<file path="config.mk">
export PLATFORM = sky130hd
export DESIGN_NAME = processor_state_trap_regs
export DESIGN_NICKNAME = d
export VERILOG_FILES = /design/src/pkg/state_regs_pkg.sv /design/src/logic/processor_state_trap_regs.sv /design/src/logic/window_step.sv
export SDC_FILE = /design/constraint.sdc
export NUM_CORES = 1
export LEC_CHECK = 0
export ABC_CLOCK_PERIOD_IN_PS = 8500
export BUFFER_PORTS_ARGS = -buffer_cell sky130_fd_sc_hd__buf_2
export CORE_MARGIN = 4
export CORE_UTILIZATION = 40
export CTS_CLUSTER_DIAMETER = 120
export CTS_CLUSTER_SIZE = 28
export DETAILED_ROUTE_END_ITERATION = 10
export PLACE_DENSITY = 0.73
export RECOVER_POWER = 100
export SETUP_SLACK_MARGIN = 0.4
export SLEW_MARGIN = 25
export SYNTH_ARGS = -nofsm -noshare
export SYNTH_HDL_FRONTEND = slang
export SYNTH_HIERARCHICAL = 1
export SYNTH_SLANG_ARGS = --single-unit
</file>
<file path="constraint.sdc">
create_clock -name ref_clk_in -period 8.5 [get_ports ref_clk_in]
set_input_delay 0.425 -clock ref_clk_in [delete_from_list [all_inputs] [get_ports ref_clk_in]]
set_output_delay 0.425 -clock ref_clk_in [all_outputs]
set_load 0.005 [all_outputs]
</file>
<file path="src/pkg/state_regs_pkg.sv">
package state_regs_pkg;
	localparam int          XLEN           = 32;
	localparam int          NWIN           = 7;
	localparam int          WIN_W          = 5;
	localparam int          IRL_W          = 4;
	localparam int          TT_W           = 8;
	// processor_state field positions
	localparam int          EC_BIT         = 13;
	localparam int          EF_BIT         = 12;
	localparam int          PIL_HI         = 11;
	localparam int          PIL_LO         = 8;
	localparam int          S_BIT          = 7;
	localparam int          PS_BIT         = 6;
	localparam int          ET_BIT         = 5;
	localparam int          CWP_HI         = 4;
	// trap_vector_base field positions
	localparam int          TBA_LO         = 12;
	localparam int          TT_HI          = 11;
	localparam int          TT_LO          = 4;
	localparam int          NULL_HI        = 3;
	// values
	localparam logic [3:0]  IRL_NMI        = 4'hf;
	localparam logic [31:0] PC_STEP        = 32'h00000004;
	localparam logic [31:0] RESET_VECTOR   = 32'h00000000;
	localparam logic [4:0]  WIN_LAST       = 5'h06;
	localparam logic [4:0]  WIN_FIRST      = 5'h00;
	localparam logic [7:0]  TT_FP_DIS      = 8'h04;
	localparam logic [7:0]  TT_CP_DIS      = 8'h24;
	localparam logic [7:0]  TT_WOVF        = 8'h05;
	localparam logic [7:0]  TT_WUNF        = 8'h06;
	localparam logic [7:0]  TT_ILLEGAL     = 8'h02;
	localparam logic [7:0]  TT_IRQ_BASE    = 8'h10;
	// special register selectors for the read/write port
	typedef enum logic [1:0] {
		SEL_STATE = 2'b00,
		SEL_WMASK = 2'b01,
		SEL_TBASE = 2'b10,
		SEL_YREG  = 2'b11
	} sreg_sel_t;
	// window pointer operations
	typedef enum logic [2:0] {
		WOP_NONE    = 3'b000,
		WOP_SAVE    = 3'b001,
		WOP_RESTORE = 3'b010,
		WOP_RETURN_FROM_TRAP_INSTR    = 3'b011
	} win_op_t;
endpackage

</file>
<file path="src/logic/processor_state_trap_regs.sv">
`timescale 1ns/100ps
// Summary of operation
// - coprocessor enable bit: one enabled, zero disabled
// - float enable bit: one enabled, zero disabled
// - float instruction traps when disabled or absent
// - coprocessor instruction traps when disabled or absent
// - level fifteen always passes the mask, else above mask
// - privilege bit one means supervisor mode
// - state writes need supervisor privilege
// - trap saves privilege; return restores it
// - traps disabled ignore all interrupts
// - synchronous trap while disabled enters error mode
// - window pointer steps modulo seven
// - writing unimplemented window is illegal instruction
// - masked target window raises overflow/underflow
// - seven mask bits; upper bits read zero
// - base write loads upper twenty bits
// - reset trap vectors to address zero
// - trap code stored, writes ignored
// - low four base bits hardwired zero
// - thirty-two bit multiply step high register
// - counter takes next; next steps or jumps
// - counters not reachable by register access
// - trap saves both counters to new window
module processor_state_trap_regs #(
	parameter int NWIN = state_regs_pkg::NWIN
) (
	input  wire logic        ref_clk_in,
	input  wire logic        rst_in,
	// instruction advance
	input  wire logic        step_in,
	input  wire logic        xfer_in,
	input  wire logic [31:0] xfer_target_in,
	// special register port
	input  wire logic        sreg_wr_in,
	input  wire logic        sreg_rd_in,
	input  wire logic [1:0]  sreg_sel_in,
	input  wire logic [31:0] sreg_wdata_in,
	output logic      [31:0] sreg_rdata_out,
	// multiply step update of the high word
	input  wire logic        mul_step_in,
	input  wire logic [31:0] mul_y_in,
	// instruction classes
	input  wire logic        float_instr_in,
	input  wire logic        coproc_instr_in,
	input  wire logic        float_unit_attached_in,
	input  wire logic        coproc_attached_in,
	input  wire logic [2:0]  win_op_in,
	input  wire logic        return_from_trap_instr_in,
	// other synchronous trap request from the integer unit
	input  wire logic        sync_trap_in,
	input  wire logic [7:0]  sync_trap_code_in,
	input  wire logic [3:0]  irq_level_in,
	// state
	output logic             coproc_enable_bit_out,
	output logic             float_unit_enable_bit_out,
	output logic             supervisor_out,
	output logic      [4:0]  active_window_index_out,
	output logic      [31:0] pc_out,
	output logic      [31:0] next_program_counter_out,
	// trap side effects
	output logic             trap_taken_out,
	output logic             error_mode_out,
	output logic      [4:0]  save_window_out,
	output logic      [31:0] save_pc_out,
	output logic      [31:0] save_npc_out
);
	logic        ec_r, ef_r, s_r, ps_r, et_r, err_r, tk_r;
	logic [3:0]  pil_r;
	logic [4:0]  cwp_r, cwp_dec, cwp_inc, sw_r;
	logic [6:0]  wim_r;
	logic [19:0] tba_r;
	logic [7:0]  tt_r;
	logic [31:0] y_r, pc_r, npc_r, spc_r, snpc_r;
	logic        dec_hit, inc_hit;
	logic        wr_ok, illegal, fp_dis, cp_dis, wovf, wunf;
	logic        sync_req, irq_ok, trap_go;
	logic [7:0]  trap_code;

	function automatic logic win_valid(input logic [4:0] w);
		win_valid = (w < 5'(NWIN));
	endfunction

	window_step u_step (
		.cur_in      (cwp_r),
		.mask_in     (wim_r),
		.dec_out     (cwp_dec),
		.inc_out     (cwp_inc),
		.dec_hit_out (dec_hit),
		.inc_hit_out (inc_hit)
	);

	// user-mode register writes are refused as illegal
	assign wr_ok   = sreg_wr_in && s_r;
	assign illegal = sreg_wr_in && (!s_r || (sreg_sel_in ==
		state_regs_pkg::SEL_STATE &&
		!win_valid(sreg_wdata_in[state_regs_pkg::CWP_HI:0])));
	assign fp_dis  = float_instr_in &&
		(!ef_r || !float_unit_attached_in);
	assign cp_dis  = coproc_instr_in &&
		(!ec_r || !coproc_attached_in);
	assign wovf = (win_op_in == state_regs_pkg::WOP_SAVE) && dec_hit;
	assign wunf = (win_op_in == state_regs_pkg::WOP_RESTORE ||
		win_op_in == state_regs_pkg::WOP_RETURN_FROM_TRAP_INSTR ||
		return_from_trap_instr_in) && inc_hit;
	assign sync_req = fp_dis || cp_dis || wovf || wunf || illegal ||
		sync_trap_in;
	assign irq_ok = (irq_level_in == state_regs_pkg::IRL_NMI) ||
		(irq_level_in > pil_r);
	assign trap_go = !err_r && et_r && (sync_req || irq_ok);

	always_comb begin
		trap_code = state_regs_pkg::TT_IRQ_BASE + {4'h0, irq_level_in};
		if (illegal)
			trap_code = state_regs_pkg::TT_ILLEGAL;
		else if (fp_dis)
			trap_code = state_regs_pkg::TT_FP_DIS;
		else if (cp_dis)
			trap_code = state_regs_pkg::TT_CP_DIS;
		else if (wovf)
			trap_code = state_regs_pkg::TT_WOVF;
		else if (wunf)
			trap_code = state_regs_pkg::TT_WUNF;
		else if (sync_trap_in)
			trap_code = sync_trap_code_in;
	end

	// error mode is sticky until reset
	always_ff @(posedge ref_clk_in) begin
		if (rst_in)
			err_r <= 1'b0;
		else if (!et_r && sync_req)
			err_r <= 1'b1;
	end

	always_ff @(posedge ref_clk_in) begin
		if (rst_in) begin
			s_r  <= 1'b1;
			ps_r <= 1'b1;
			et_r <= 1'b0;
			ec_r <= 1'b0;
			ef_r <= 1'b0;
			pil_r <= 4'h0;
			cwp_r <= state_regs_pkg::WIN_FIRST;
		end else if (trap_go) begin
			ps_r  <= s_r;
			s_r   <= 1'b1;
			et_r  <= 1'b0;
			cwp_r <= cwp_dec;
		end else if (!err_r && wr_ok && !illegal &&
				sreg_sel_in == state_regs_pkg::SEL_STATE) begin
			ec_r  <= sreg_wdata_in[state_regs_pkg::EC_BIT];
			ef_r  <= sreg_wdata_in[state_regs_pkg::EF_BIT];
			pil_r <= sreg_wdata_in[state_regs_pkg::PIL_HI:
				state_regs_pkg::PIL_LO];
			s_r   <= sreg_wdata_in[state_regs_pkg::S_BIT];
			ps_r  <= sreg_wdata_in[state_regs_pkg::PS_BIT];
			et_r  <= sreg_wdata_in[state_regs_pkg::ET_BIT];
			cwp_r <= sreg_wdata_in[state_regs_pkg::CWP_HI:0];
		end else if (!err_r && step_in) begin
			case (win_op_in)
				state_regs_pkg::WOP_SAVE: cwp_r <= cwp_dec;
				state_regs_pkg::WOP_RESTORE: cwp_r <= cwp_inc;
				state_regs_pkg::WOP_RETURN_FROM_TRAP_INSTR: begin
					cwp_r <= cwp_inc;
					s_r   <= ps_r;
					et_r  <= 1'b1;
				end
				default: cwp_r <= cwp_r;
			endcase
		end
	end

	always_ff @(posedge ref_clk_in) begin
		if (rst_in)
			wim_r <= 7'h00;
		else if (!err_r && !trap_go && wr_ok &&
				sreg_sel_in == state_regs_pkg::SEL_WMASK)
			wim_r <= sreg_wdata_in[6:0];
	end

	always_ff @(posedge ref_clk_in) begin
		if (rst_in) begin
			tba_r <= 20'h00000;
			tt_r  <= 8'h00;
		end else if (trap_go) begin
			tt_r <= trap_code;
		end else if (!err_r && wr_ok &&
				sreg_sel_in == state_regs_pkg::SEL_TBASE) begin
			tba_r <= sreg_wdata_in[31:state_regs_pkg::TBA_LO];
		end
	end

	always_ff @(posedge ref_clk_in) begin
		if (rst_in)
			y_r <= 32'h00000000;
		else if (!err_r && !trap_go && wr_ok &&
				sreg_sel_in == state_regs_pkg::SEL_YREG)
			y_r <= sreg_wdata_in;
		else if (!err_r && !trap_go && mul_step_in)
			y_r <= mul_y_in;
	end

	// counters change only through sequencing and traps, never the register port
	always_ff @(posedge ref_clk_in) begin
		if (rst_in) begin
			pc_r  <= state_regs_pkg::RESET_VECTOR;
			npc_r <= state_regs_pkg::RESET_VECTOR + state_regs_pkg::PC_STEP;
		end else if (trap_go) begin
			pc_r  <= {tba_r, trap_code, 4'h0};
			npc_r <= {tba_r, trap_code, 4'h0} + state_regs_pkg::PC_STEP;
		end else if (!err_r && step_in) begin
			pc_r  <= npc_r;
			npc_r <= xfer_in ? xfer_target_in
				: npc_r + state_regs_pkg::PC_STEP;
		end
	end

	always_ff @(posedge ref_clk_in) begin
		if (rst_in) begin
			tk_r   <= 1'b0;
			sw_r   <= 5'h00;
			spc_r  <= 32'h00000000;
			snpc_r <= 32'h00000000;
		end else begin
			tk_r <= trap_go;
			if (trap_go) begin
				sw_r   <= cwp_dec;
				spc_r  <= pc_r;
				snpc_r <= npc_r;
			end
		end
	end

	always_ff @(posedge ref_clk_in) begin
		if (rst_in)
			sreg_rdata_out <= 32'h00000000;
		else if (sreg_rd_in && s_r) begin
			case (sreg_sel_in)
				state_regs_pkg::SEL_STATE: sreg_rdata_out <= {18'h00000,
					ec_r, ef_r, pil_r, s_r, ps_r, et_r, cwp_r};
				state_regs_pkg::SEL_WMASK:
					sreg_rdata_out <= {25'h0000000, wim_r};
				state_regs_pkg::SEL_TBASE:
					sreg_rdata_out <= {tba_r, tt_r, 4'h0};
				default: sreg_rdata_out <= y_r;
			endcase
		end
	end

	assign coproc_enable_bit_out     = ec_r;
	assign float_unit_enable_bit_out = ef_r;
	assign supervisor_out            = s_r;
	assign active_window_index_out   = cwp_r;
	assign pc_out                    = pc_r;
	assign next_program_counter_out  = npc_r;
	assign trap_taken_out            = tk_r;
	assign error_mode_out            = err_r;
	assign save_window_out           = sw_r;
	assign save_pc_out               = spc_r;
	assign save_npc_out              = snpc_r;
endmodule

</file>
<file path="src/logic/window_step.sv">
`timescale 1ns/100ps
// modulo-seven window pointer neighbours and their mask check
module window_step (
	input  wire logic [4:0] cur_in,
	input  wire logic [6:0] mask_in,
	output logic      [4:0] dec_out,
	output logic      [4:0] inc_out,
	output logic            dec_hit_out,
	output logic            inc_hit_out
);
	always_comb begin
		dec_out = (cur_in == state_regs_pkg::WIN_FIRST) ?
			state_regs_pkg::WIN_LAST : cur_in - 5'h01;
		inc_out = (cur_in >= state_regs_pkg::WIN_LAST) ?
			state_regs_pkg::WIN_FIRST : cur_in + 5'h01;
		dec_hit_out = mask_in[dec_out[2:0]];
		inc_hit_out = mask_in[inc_out[2:0]];
	end
endmodule

</file>
==> results of run 1 <==
logic make-up after synthesis:
group	count (synthesis)
compound gates	405
xor+xnor	11
fa+ha+maj	8
buf+inv	156
flops	248
mux	77
other cells	1
simple gates	603
metal layers:
metal | wire length [um] | vias to the layer above | GRT usage, % | share of wire (%)
li1 | - | 5685 | - | -
met1 | 18700 | 5533 | 35.0 | 46
met2 | 17700 | 564 | 35.8 | 44
met3 | 3300 | 57 | 3.90 | 8.1
met4 | 707 | 4 | 4.23 | 1.7
met5 | 22 | - | 0 | 0.054
power by group through the flow:
stage	sequential [mW]	combinational [mW]	clock, mW
after floorplan	1.26	0.204	0
after global placement	1.27	0.309	0
after detailed placement	1.27	0.314	0
after CTS	1.25	0.316	0.707
after global routing	1.26	0.345	0.742
final	1.25	0.312	0.684
cell type report:
class | count | area, sq um | area share [%]
Sequential cell | 248 | 4960 | 36.3
Inverter | 21 | 78.8 | 0.576
Tap cell | 384 | 480 | 3.51
Multi-Input combinational cell | 1106 | 6280 | 45.8
Clock inverter | 1 | 30.0 | 0.219
Clock buffer | 13 | 325 | 2.38
Timing Repair Buffer | 317 | 1540 | 11.2
registers in the layout, indices dropped and copies added, names as in the netlist:
register / count
pc_out: 32
save_window_out: 5
et_r: 1
save_npc_out: 32
ps_r: 1
y_r: 32
save_pc_out: 32
wim_r: 7
tt_r: 8
pil_r: 4
trap_taken_out: 1
sreg_rdata_out: 32
supervisor_out: 1
coproc_enable_bit_out: 1
next_program_counter_out: 32
tba_r: 20
float_unit_enable_bit_out: 1
error_mode_out: 1
active_window_index_out: 5
worst paths after layout:
check                             start                     endpoint
min                   sreg_wdata_in[30]                    tba_r[18]
max          active_window_index_out[0]  next_program_counter_out[7]
max reg2reg  active_window_index_out[0]  next_program_counter_out[7]
min reg2reg            save_npc_out[23]             save_npc_out[23]
stage by stage:
step,total power [mW],worst slack [ns],cell area [sq um],std cells
global route,2.34,2.18,13700,2090
finish,2.24,2.57,13700,2090
detailed placement,1.59,3.14,13500,2075
CTS,2.27,3.11,13800,2089
floorplan,1.46,4.85,11900,1510
global placement,1.58,3.27,13500,2074
layout by cell type, fill, tap and decap left out, drive strengths merged, types with 4 or more instances in the layout:
cell and instances:
and3b 4, a221oi 11, xor2 4, nand2b 10, a21o 5, mux4 4
nand4 13, o211ai 6, a21oi 168, a211oi 49, buf 218, clkbuf 112
nor2b 7, mux2i 40, nor2 156, nand3b 7, a311oi 19, a22oi 18
xnor2 7, o221ai 7, a31oi 39, nand2 303, o21ai 47, nor3 27
nor4 4, ha 8, dfxtp 248, nand3 38, and2 6, inv 20
and3 13, mux2 33
worst register-to-register path: cells and delay by family (launching register included):
kind	cells	cell delay, ns
multiplexers	2	0.84
flip-flops	1	0.60
buffers and inverters	2	0.92
AND/OR/NAND/NOR	2	0.70
adder cells (fa/ha/maj)	1	0.29
AO/OA/AOI/OAI	5	2.48
==> results.toml, run 1 <==
[yosys]
synthCells = 1509
synth_compound_area_share_pct = 21.7
synth_top_family_by_area = "simple AND/OR/NAND/NOR gates"
syn_area_sq_mm = 0.0119
synth_top_area_cell = "dfxtp_1"
netlist.area_leader.share_pct = 41.7
async_flop_share_pct = 0
synth_most_common_cell = "nand2_1"
ys_seq_area_share_pct = 41.7
synth-edff-count = 0
yosys_warnings = 6
synth_common_cells = "303 x nand2_1, 248 x dfxtp_1, 168 x a21oi_1"
synth.ff_latch_count = 248
avgSynthCellArea_sq_um = 7.90
synth.distinct_cells = 78
synthSimpleGateAreaFrac_pct = 22.0
synth_area_leaders = "dfxtp_1 42%, nand2_1 9.5%, a21oi_1 7.1%, nor2_1 4.9%, mux2i_1 3.4%"
synth_xor_area_share_pct = 0.808
synth_fa_ha_area_share_pct = 0.840
muxShareOfSynthArea_pct = 7.23
ys.flop_type = "dfxtp_1"

[timing]
slew_violations = 40
max_freq_mhz = 169
tightest_slew_ns = 2.13
min_period_ns = 5.93
tns_ns = 0
fin_skew_ns = 0.0221
hold_slack_ns = 0.197
hold_viol = 0
post-route-period-util_pct = 69.7
slew_headroom_pct = -42.4
rsz0062_at_grt = "false"
setup_viol = 0

[cts]
root_buffer = "clkbuf_16"
post_cts_buffers = 0
htreeDepth = 1
cts_tree = "done"
clk_pin_slew_worst_paths_ns = 0.11
post_cts_resized = 0
clk_latency_ns = 0.49
cts_hold_buf = 0
clock_path_buffers = 3
clkSinkCount = 248
cts_buffers = 12

[power_and_ir_drop]
p_comb_share_pct = 13.9
ir_drop_mv = 0.156
p_per_area_mw_per_mm2 = 164
internal_power_mw = 1.63
p_seq_share_pct = 55.6
switching_power_uw = 614
p_leak_nw = 5.28
swShare_pct = 27.4
clockPowerShare_pct = 30.5

[floorplan]
num_rows = 62
die_w_um = 181
die_h_um = 181
dieArea_sq_mm = 0.0326
core-area_sq_mm = 0.0290
initial_core_util_pct = 41.1
ioPinCount = 301

[status]
violations = "capacitance limit, slew limit"
status = "finished with violations"

[global_routing]
overflow = 0
grt_antenna_before_repair = 2
grt_pass1_vias = 11100
grt_pass1_wl_mm = 63.4
grt_max_degree = 151
grtUsageTotal_pct = 23.4

[routing]
vias_per_cell = 5.67
drc = 0
wl_mm = 40.5
vias = 11800
drt.antenna.violating_nets = 0
wl_per_cell_um = 19.4
drt_iter0_drc = 1074
first_pass_iters = 5

[cells_and_area]
layout.nets = 1840
antennaDiodeCount = 0
final_util_pct = 47.2
drive_above_1_share_pct = 16.8
nFillCells = 2940
synthToLayoutAreaGrowth_pct = 14.9

[critical_path]
worstPathRequired_ns = 8.87
rr_worst_depth = 12
worstPathMaxFanout = 69
crit_family = "compound AO/OA/AOI/OAI gates"
rrSetupSlack_ns = 2.57
arrival_ns = 6.30
cpPeakStageDelay_ns = 1.14
slowest_stage = "a31o_1"
worst-path-stages = 12
start_kind = "flip-flop"
worstPathCellList = "inv_1 > ha_1 > a31oi_1 > mux2_2 > mux4_2 > and4bb_1 > a211o_1 > nor2_1 > a31o_1 > buf_4 > o21ai_0 > a221oi_1"
path_class = "flip-flop to flip-flop"
endpoint_kind = "flip-flop"
crit_buf_inv = 2

[place]
port_buffers = 300
globalplace.congestion = 0.947
dp_hpwl_mm = 28.1

[job]
drv_cap = 2

[hold_path]
holdPathStages = 3
min_path_type = "primary input to flip-flop"
Note: power is estimated with default switching activity, not from simulation.
==> run 2: changes to the inputs <==
ABC_CLOCK_PERIOD_IN_PS = 5960   (was 8500)
clock period = 5.96 ns   (was 8.5 ns; I/O delays follow)
==> results.toml, run 2 (same netlist as run 1, synthesis figures left out) <==
[power_and_ir_drop]
p_seq_share_pct = 55.5
internal_power_mw = 2.32
clockPowerShare_pct = 30.6
ir_drop_mv = 0.154
p_comb_share_pct = 13.9
swShare_pct = 27.6
switching_power_uw = 884
p_leak_nw = 5.26
p_per_area_mw_per_mm2 = 234

[routing]
drc = 0
wl_per_cell_um = 19.4
vias_per_cell = 5.74
drt_iter0_drc = 1036
wl_mm = 40.6
vias = 12000
first_pass_iters = 7
drt.antenna.violating_nets = 0

[job]
drv_cap = 0

[cts]
clock_path_buffers = 3
root_buffer = "clkbuf_16"
clk_pin_slew_worst_paths_ns = 0.11
cts_tree = "done"
cts_buffers = 12
clk_latency_ns = 0.49
post_cts_resized = 0
htreeDepth = 1
clkSinkCount = 248
post_cts_buffers = 0
cts_hold_buf = 0

[cells_and_area]
layout_commonest_cell = "nand2_1"
final_util_pct = 47.2
drive_above_1_share_pct = 16.9
synthToLayoutAreaGrowth_pct = 14.9
layout.nets = 1839
layout_common_cells = "302 x nand2_1, 248 x dfxtp_1, 201 x buf_2"

[critical_path]
crit_family = "compound AO/OA/AOI/OAI gates"
start_kind = "flip-flop"
cpPeakStageDelay_ns = 0.71
endpoint_kind = "flip-flop"
worstPathRequired_ns = 6.34
rrSetupSlack_ns = 0.78
worstPathMaxFanout = 56
slowest_stage = "clkbuf_2"
path_class = "flip-flop to flip-flop"
worstPathCellList = "inv_1 > ha_1 > nor3_1 > mux2_2 > o2111a_1 > or4_1 > and2_0 > a211o_1 > nor2_4 > a31o_4 > clkbuf_2 > a31oi_1 > a211oi_1"
crit_buf_inv = 2
arrival_ns = 5.57

[global_routing]
grt_pass1_vias = 10800
grt_pass1_wl_mm = 62.2
grt_max_degree = 96
overflow = 0
grtUsageTotal_pct = 23.1
grt_antenna_before_repair = 4

[floorplan]
initial_core_util_pct = 41.1
num_rows = 62
die_h_um = 181
dieArea_sq_mm = 0.0326
die_w_um = 181
ioPinCount = 301
core-area_sq_mm = 0.0290

[timing]
setup_viol = 0
slew_violations = 0
max_freq_mhz = 193
post-route-period-util_pct = 86.9
tightest_slew_ns = 1.35
tns_ns = 0
slew_headroom_pct = 8.85
fin_skew_ns = 0.0149
min_period_ns = 5.18
rsz0062_at_grt = "false"
hold_viol = 0

[place]
dp_hpwl_mm = 28.3
globalplace.congestion = 0.902
port_buffers = 300

[status]
status = "completed"

[hold_path]
min_path_type = "primary input to flip-flop"
[run 2: cell types whose count changed in the layout (fill, tap and decap cells not counted), moves of 2 or more]
cell / change
buf_1: +2
buf_2: -2
buf_4: -3
clkbuf_2: +4
diode_2: +2
o21ai_0: -4
o21ai_1: +4
[run 2: path summary, 6_finish.rpt]
check / from / cells past startpoint / end
setup / recovery: active_window_index_out[0] / 13 / y_r[24]
hold / removal: sreg_wdata_in[25] / 3 / tba_r[13]
setup reg to reg: active_window_index_out[0] / 13 / y_r[24]
hold reg to reg: save_npc_out[23] / 2 / save_npc_out[23]
[run 2: power groups by stage]
stage	logic (mW)	registers (mW)	clock network [mW]
after floorplan	0.291	1.79	0
after global placement	0.444	1.81	0
after detailed placement	0.449	1.82	0
after CTS	0.451	1.78	1.00
after global routing	0.489	1.79	1.05
final	0.446	1.78	0.982
[run 2: worst register-to-register path: stages, from the launching register on]
cell,delay [ns]
dfxtp_1,0.61
inv_1,0.17
ha_1,0.27
nor3_1,0.24
mux2_2,0.36
o2111a_1,0.22
or4_1,0.58
and2_0,0.21
a211o_1,0.30
nor2_4,0.22
a31o_4,0.68
clkbuf_2,0.73
a31oi_1,0.19
a211oi_1,0.30
[run 2: through the flow]
step | hold WS [ns] | instance area, sq um | power [mW] | setup slack [ns] | cells
2_1_floorplan | 0.433 | 11900 | 2.08 | 2.31 | 1510
3_3_place_gp | 0.438 | 13500 | 2.26 | 1.28 | 2075
3_5_place_dp | 0.445 | 13500 | 2.26 | 1.19 | 2075
4_1_cts | 0.0506 | 13800 | 3.23 | 1.11 | 2089
5_1_grt | 0.0694 | 13700 | 3.33 | 0.429 | 2090
6_report | 0.0698 | 13700 | 3.21 | 0.778 | 2091
[run 2: area by class of cell]
| class | count | area (sq um) |
|---|---|---|
| clock inverter | 1 | 30.0 |
| tap | 384 | 480 |
| fill | 2923 | 15300 |
| timing repair buffer | 316 | 1510 |
| sequential | 248 | 4960 |
| multi-input combinational | 1106 | 6300 |
| antenna | 2 | 5.00 |
| clock buffer | 13 | 325 |
| inverter | 21 | 78.8 |
[run 2: routing by layer]
metal | share of wire, % | global-route usage, % | up-vias
li1 | - | - | 5689
met1 | 45 | 33.9 | 5691
met2 | 44 | 35.0 | 557
met3 | 9.0 | 4.78 | 52
met4 | 1.9 | 5.05 | 6
met5 | 0.11 | 0 | -
==> run 3: changes to the inputs <==
BUFFER_PORTS_ARGS = not set   (was -buffer_cell sky130_fd_sc_hd__buf_2)
DONT_BUFFER_PORTS = 1   (was not set)
PLACE_DENSITY = 0.64   (was 0.73)
==> results.toml, run 3 (same netlist as run 1, synthesis figures left out) <==
[status]
status = "finished with violations"
violations = "capacitance limit, slew limit"

[timing]
fin_skew_ns = 0.0278
post-route-period-util_pct = 90.5
slew_violations = 22
tightest_slew_ns = 1.67
hold_viol = 0
slew_headroom_pct = -11.7
layout_setup_ws_ns = 0.565
hold_slack_ns = 0.0217
min_period_ns = 5.40
max_freq_mhz = 185
rsz0062_at_grt = "false"
setup_viol = 0
tns_ns = 0

[critical_path]
rrSetupSlack_ns = 0.56
path_class = "flip-flop to flip-flop"
endpoint_kind = "flip-flop"
rr_worst_depth = 12
arrival_ns = 5.75
worstPathRequired_ns = 6.32
worstPathCellList = "inv_1 > ha_1 > a31oi_1 > mux2_2 > mux4_2 > and4bb_1 > a211oi_1 > o2111ai_1 > o21ai_2 > clkbuf_1 > mux2i_1 > nor2_1"
cpPeakStageDelay_ns = 1.21
worstPathMaxFanout = 20
slowest_stage = "clkbuf_1"
r2r-end = "tba_r[18]"
r2r-start = "active_window_index_out[0]"
start_kind = "flip-flop"

[cells_and_area]
nFillCells = 2931
final_util_pct = 44.1
layout_common_cells = "303 x nand2_1, 248 x dfxtp_1, 167 x a21oi_1"
layout_commonest_cell = "nand2_1"
layout.nets = 1586
stdcell_count = 1840
drive_above_1_share_pct = 5.85
finalInstanceArea_sq_mm = 0.0128
synthToLayoutAreaGrowth_pct = 7.43

[hold_path]
min_to = "y_r[12]"
holdPathStages = 2
min_path_type = "primary input to flip-flop"
hold_path.startpoint = "mul_y_in[12]"

[global_routing]
overflow = 0
grt_pass1_wl_mm = 62.6
grt_antenna_before_repair = 1
grt_max_degree = 234
grt_pass1_vias = 10100
grtUsageTotal_pct = 23.5

[power_and_ir_drop]
ir_drop_mv = 0.184
p_total_mw = 3.15
p_per_area_mw_per_mm2 = 246
p_leak_nw = 4.45

[routing]
first_pass_iters = 5
drt_iter0_drc = 1085
drc = 0
vias = 10900
drt.antenna.violating_nets = 0
wl_mm = 40.9
vias_per_cell = 5.92
wl_per_cell_um = 22.2

[place]
dp.cells = 1775
dp_slack_ns = 1.25
place_area_sq_mm = 0.0120
port_buffers = 0
globalplace.congestion = 0.908
dp_hpwl_mm = 27.3

[cts]
cts_hold_buf = 47
clk_latency_ns = 0.49
post_cts_resized = 0
clock_path_buffers = 3
clkSinkCount = 248
root_buffer = "clkbuf_16"
cts_buffers = 12
cts_tree = "done"
htreeDepth = 1
clk_pin_slew_worst_paths_ns = 0.11
post_cts_buffers = 0

[floorplan]
dieArea_sq_mm = 0.0326
num_rows = 62
die_w_um = 181
ioPinCount = 301
die_h_um = 181
initial_core_util_pct = 41.1
core-area_sq_mm = 0.0290

[job]
drv_cap = 2
[run 3: changes by cell type in the layout (fill, tap and decap cells not counted), sizes merged]
cell         change
buf            -203
clkbuf          -96
dlygate4sd3     +46
diode            +2
[run 3: routing by layer]
layer	wire length [um]	vias to the layer above	track usage [%]	part of all wire (%)
met3	4100	35	6.42	10
li1	-	5191	-	-
met1	18300	5198	33.9	45
met5	0	-	0	0
met4	609	0	3.87	1.5
met2	17900	472	35.9	44
[run 3: worst max-delay path by stage]
| stage | start | slack [ns] | endpoint |
|---|---|---|---|
| final | active_window_index_out[0] | 0.56 | tba_r[18] |
| after global routing | active_window_index_out[0] | 0.25 | tba_r[18] |
| after CTS | active_window_index_out[0] | 0.80 | y_r[14] |
| after detailed placement | active_window_index_out[0] | 1.25 | et_r |
| after global placement | active_window_index_out[0] | 1.32 | et_r |
| after floorplan | active_window_index_out[0] | 2.31 | next_program_counter_out[6] |
[run 3: layout make-up]
class                   instances  area (sq um)  area share (%)
diodes                          4          10.0          0.0782
multi-input cells            1106          6300            49.2
flip-flops and latches        248          4960            38.8
well taps                     384           480            3.75
inverters                      21          78.8           0.616
clock buffers                  13           325            2.54
repair buffers                 63           614            4.80
clock inverters                 1          30.0           0.234
[run 3: critical path: cells and delay by family, from the launching register on]
family,cells,cell delay [ns]
AOI/OAI and AO/OA,4,1.46
adders and majority gates,1,0.29
buffers and inverters,2,1.38
DFF,1,0.66
muxes,3,1.14
and+or+nand+nor,2,0.32
[run 3: power breakdown]
part / total (mW) / switching [mW] / internal, mW
clock network: 0.975 / 0.536 / 0.438
logic: 0.378 / 0.226 / 0.152
registers: 1.79 / 0.0811 / 1.71
total: 3.15 / 0.844 / 2.30
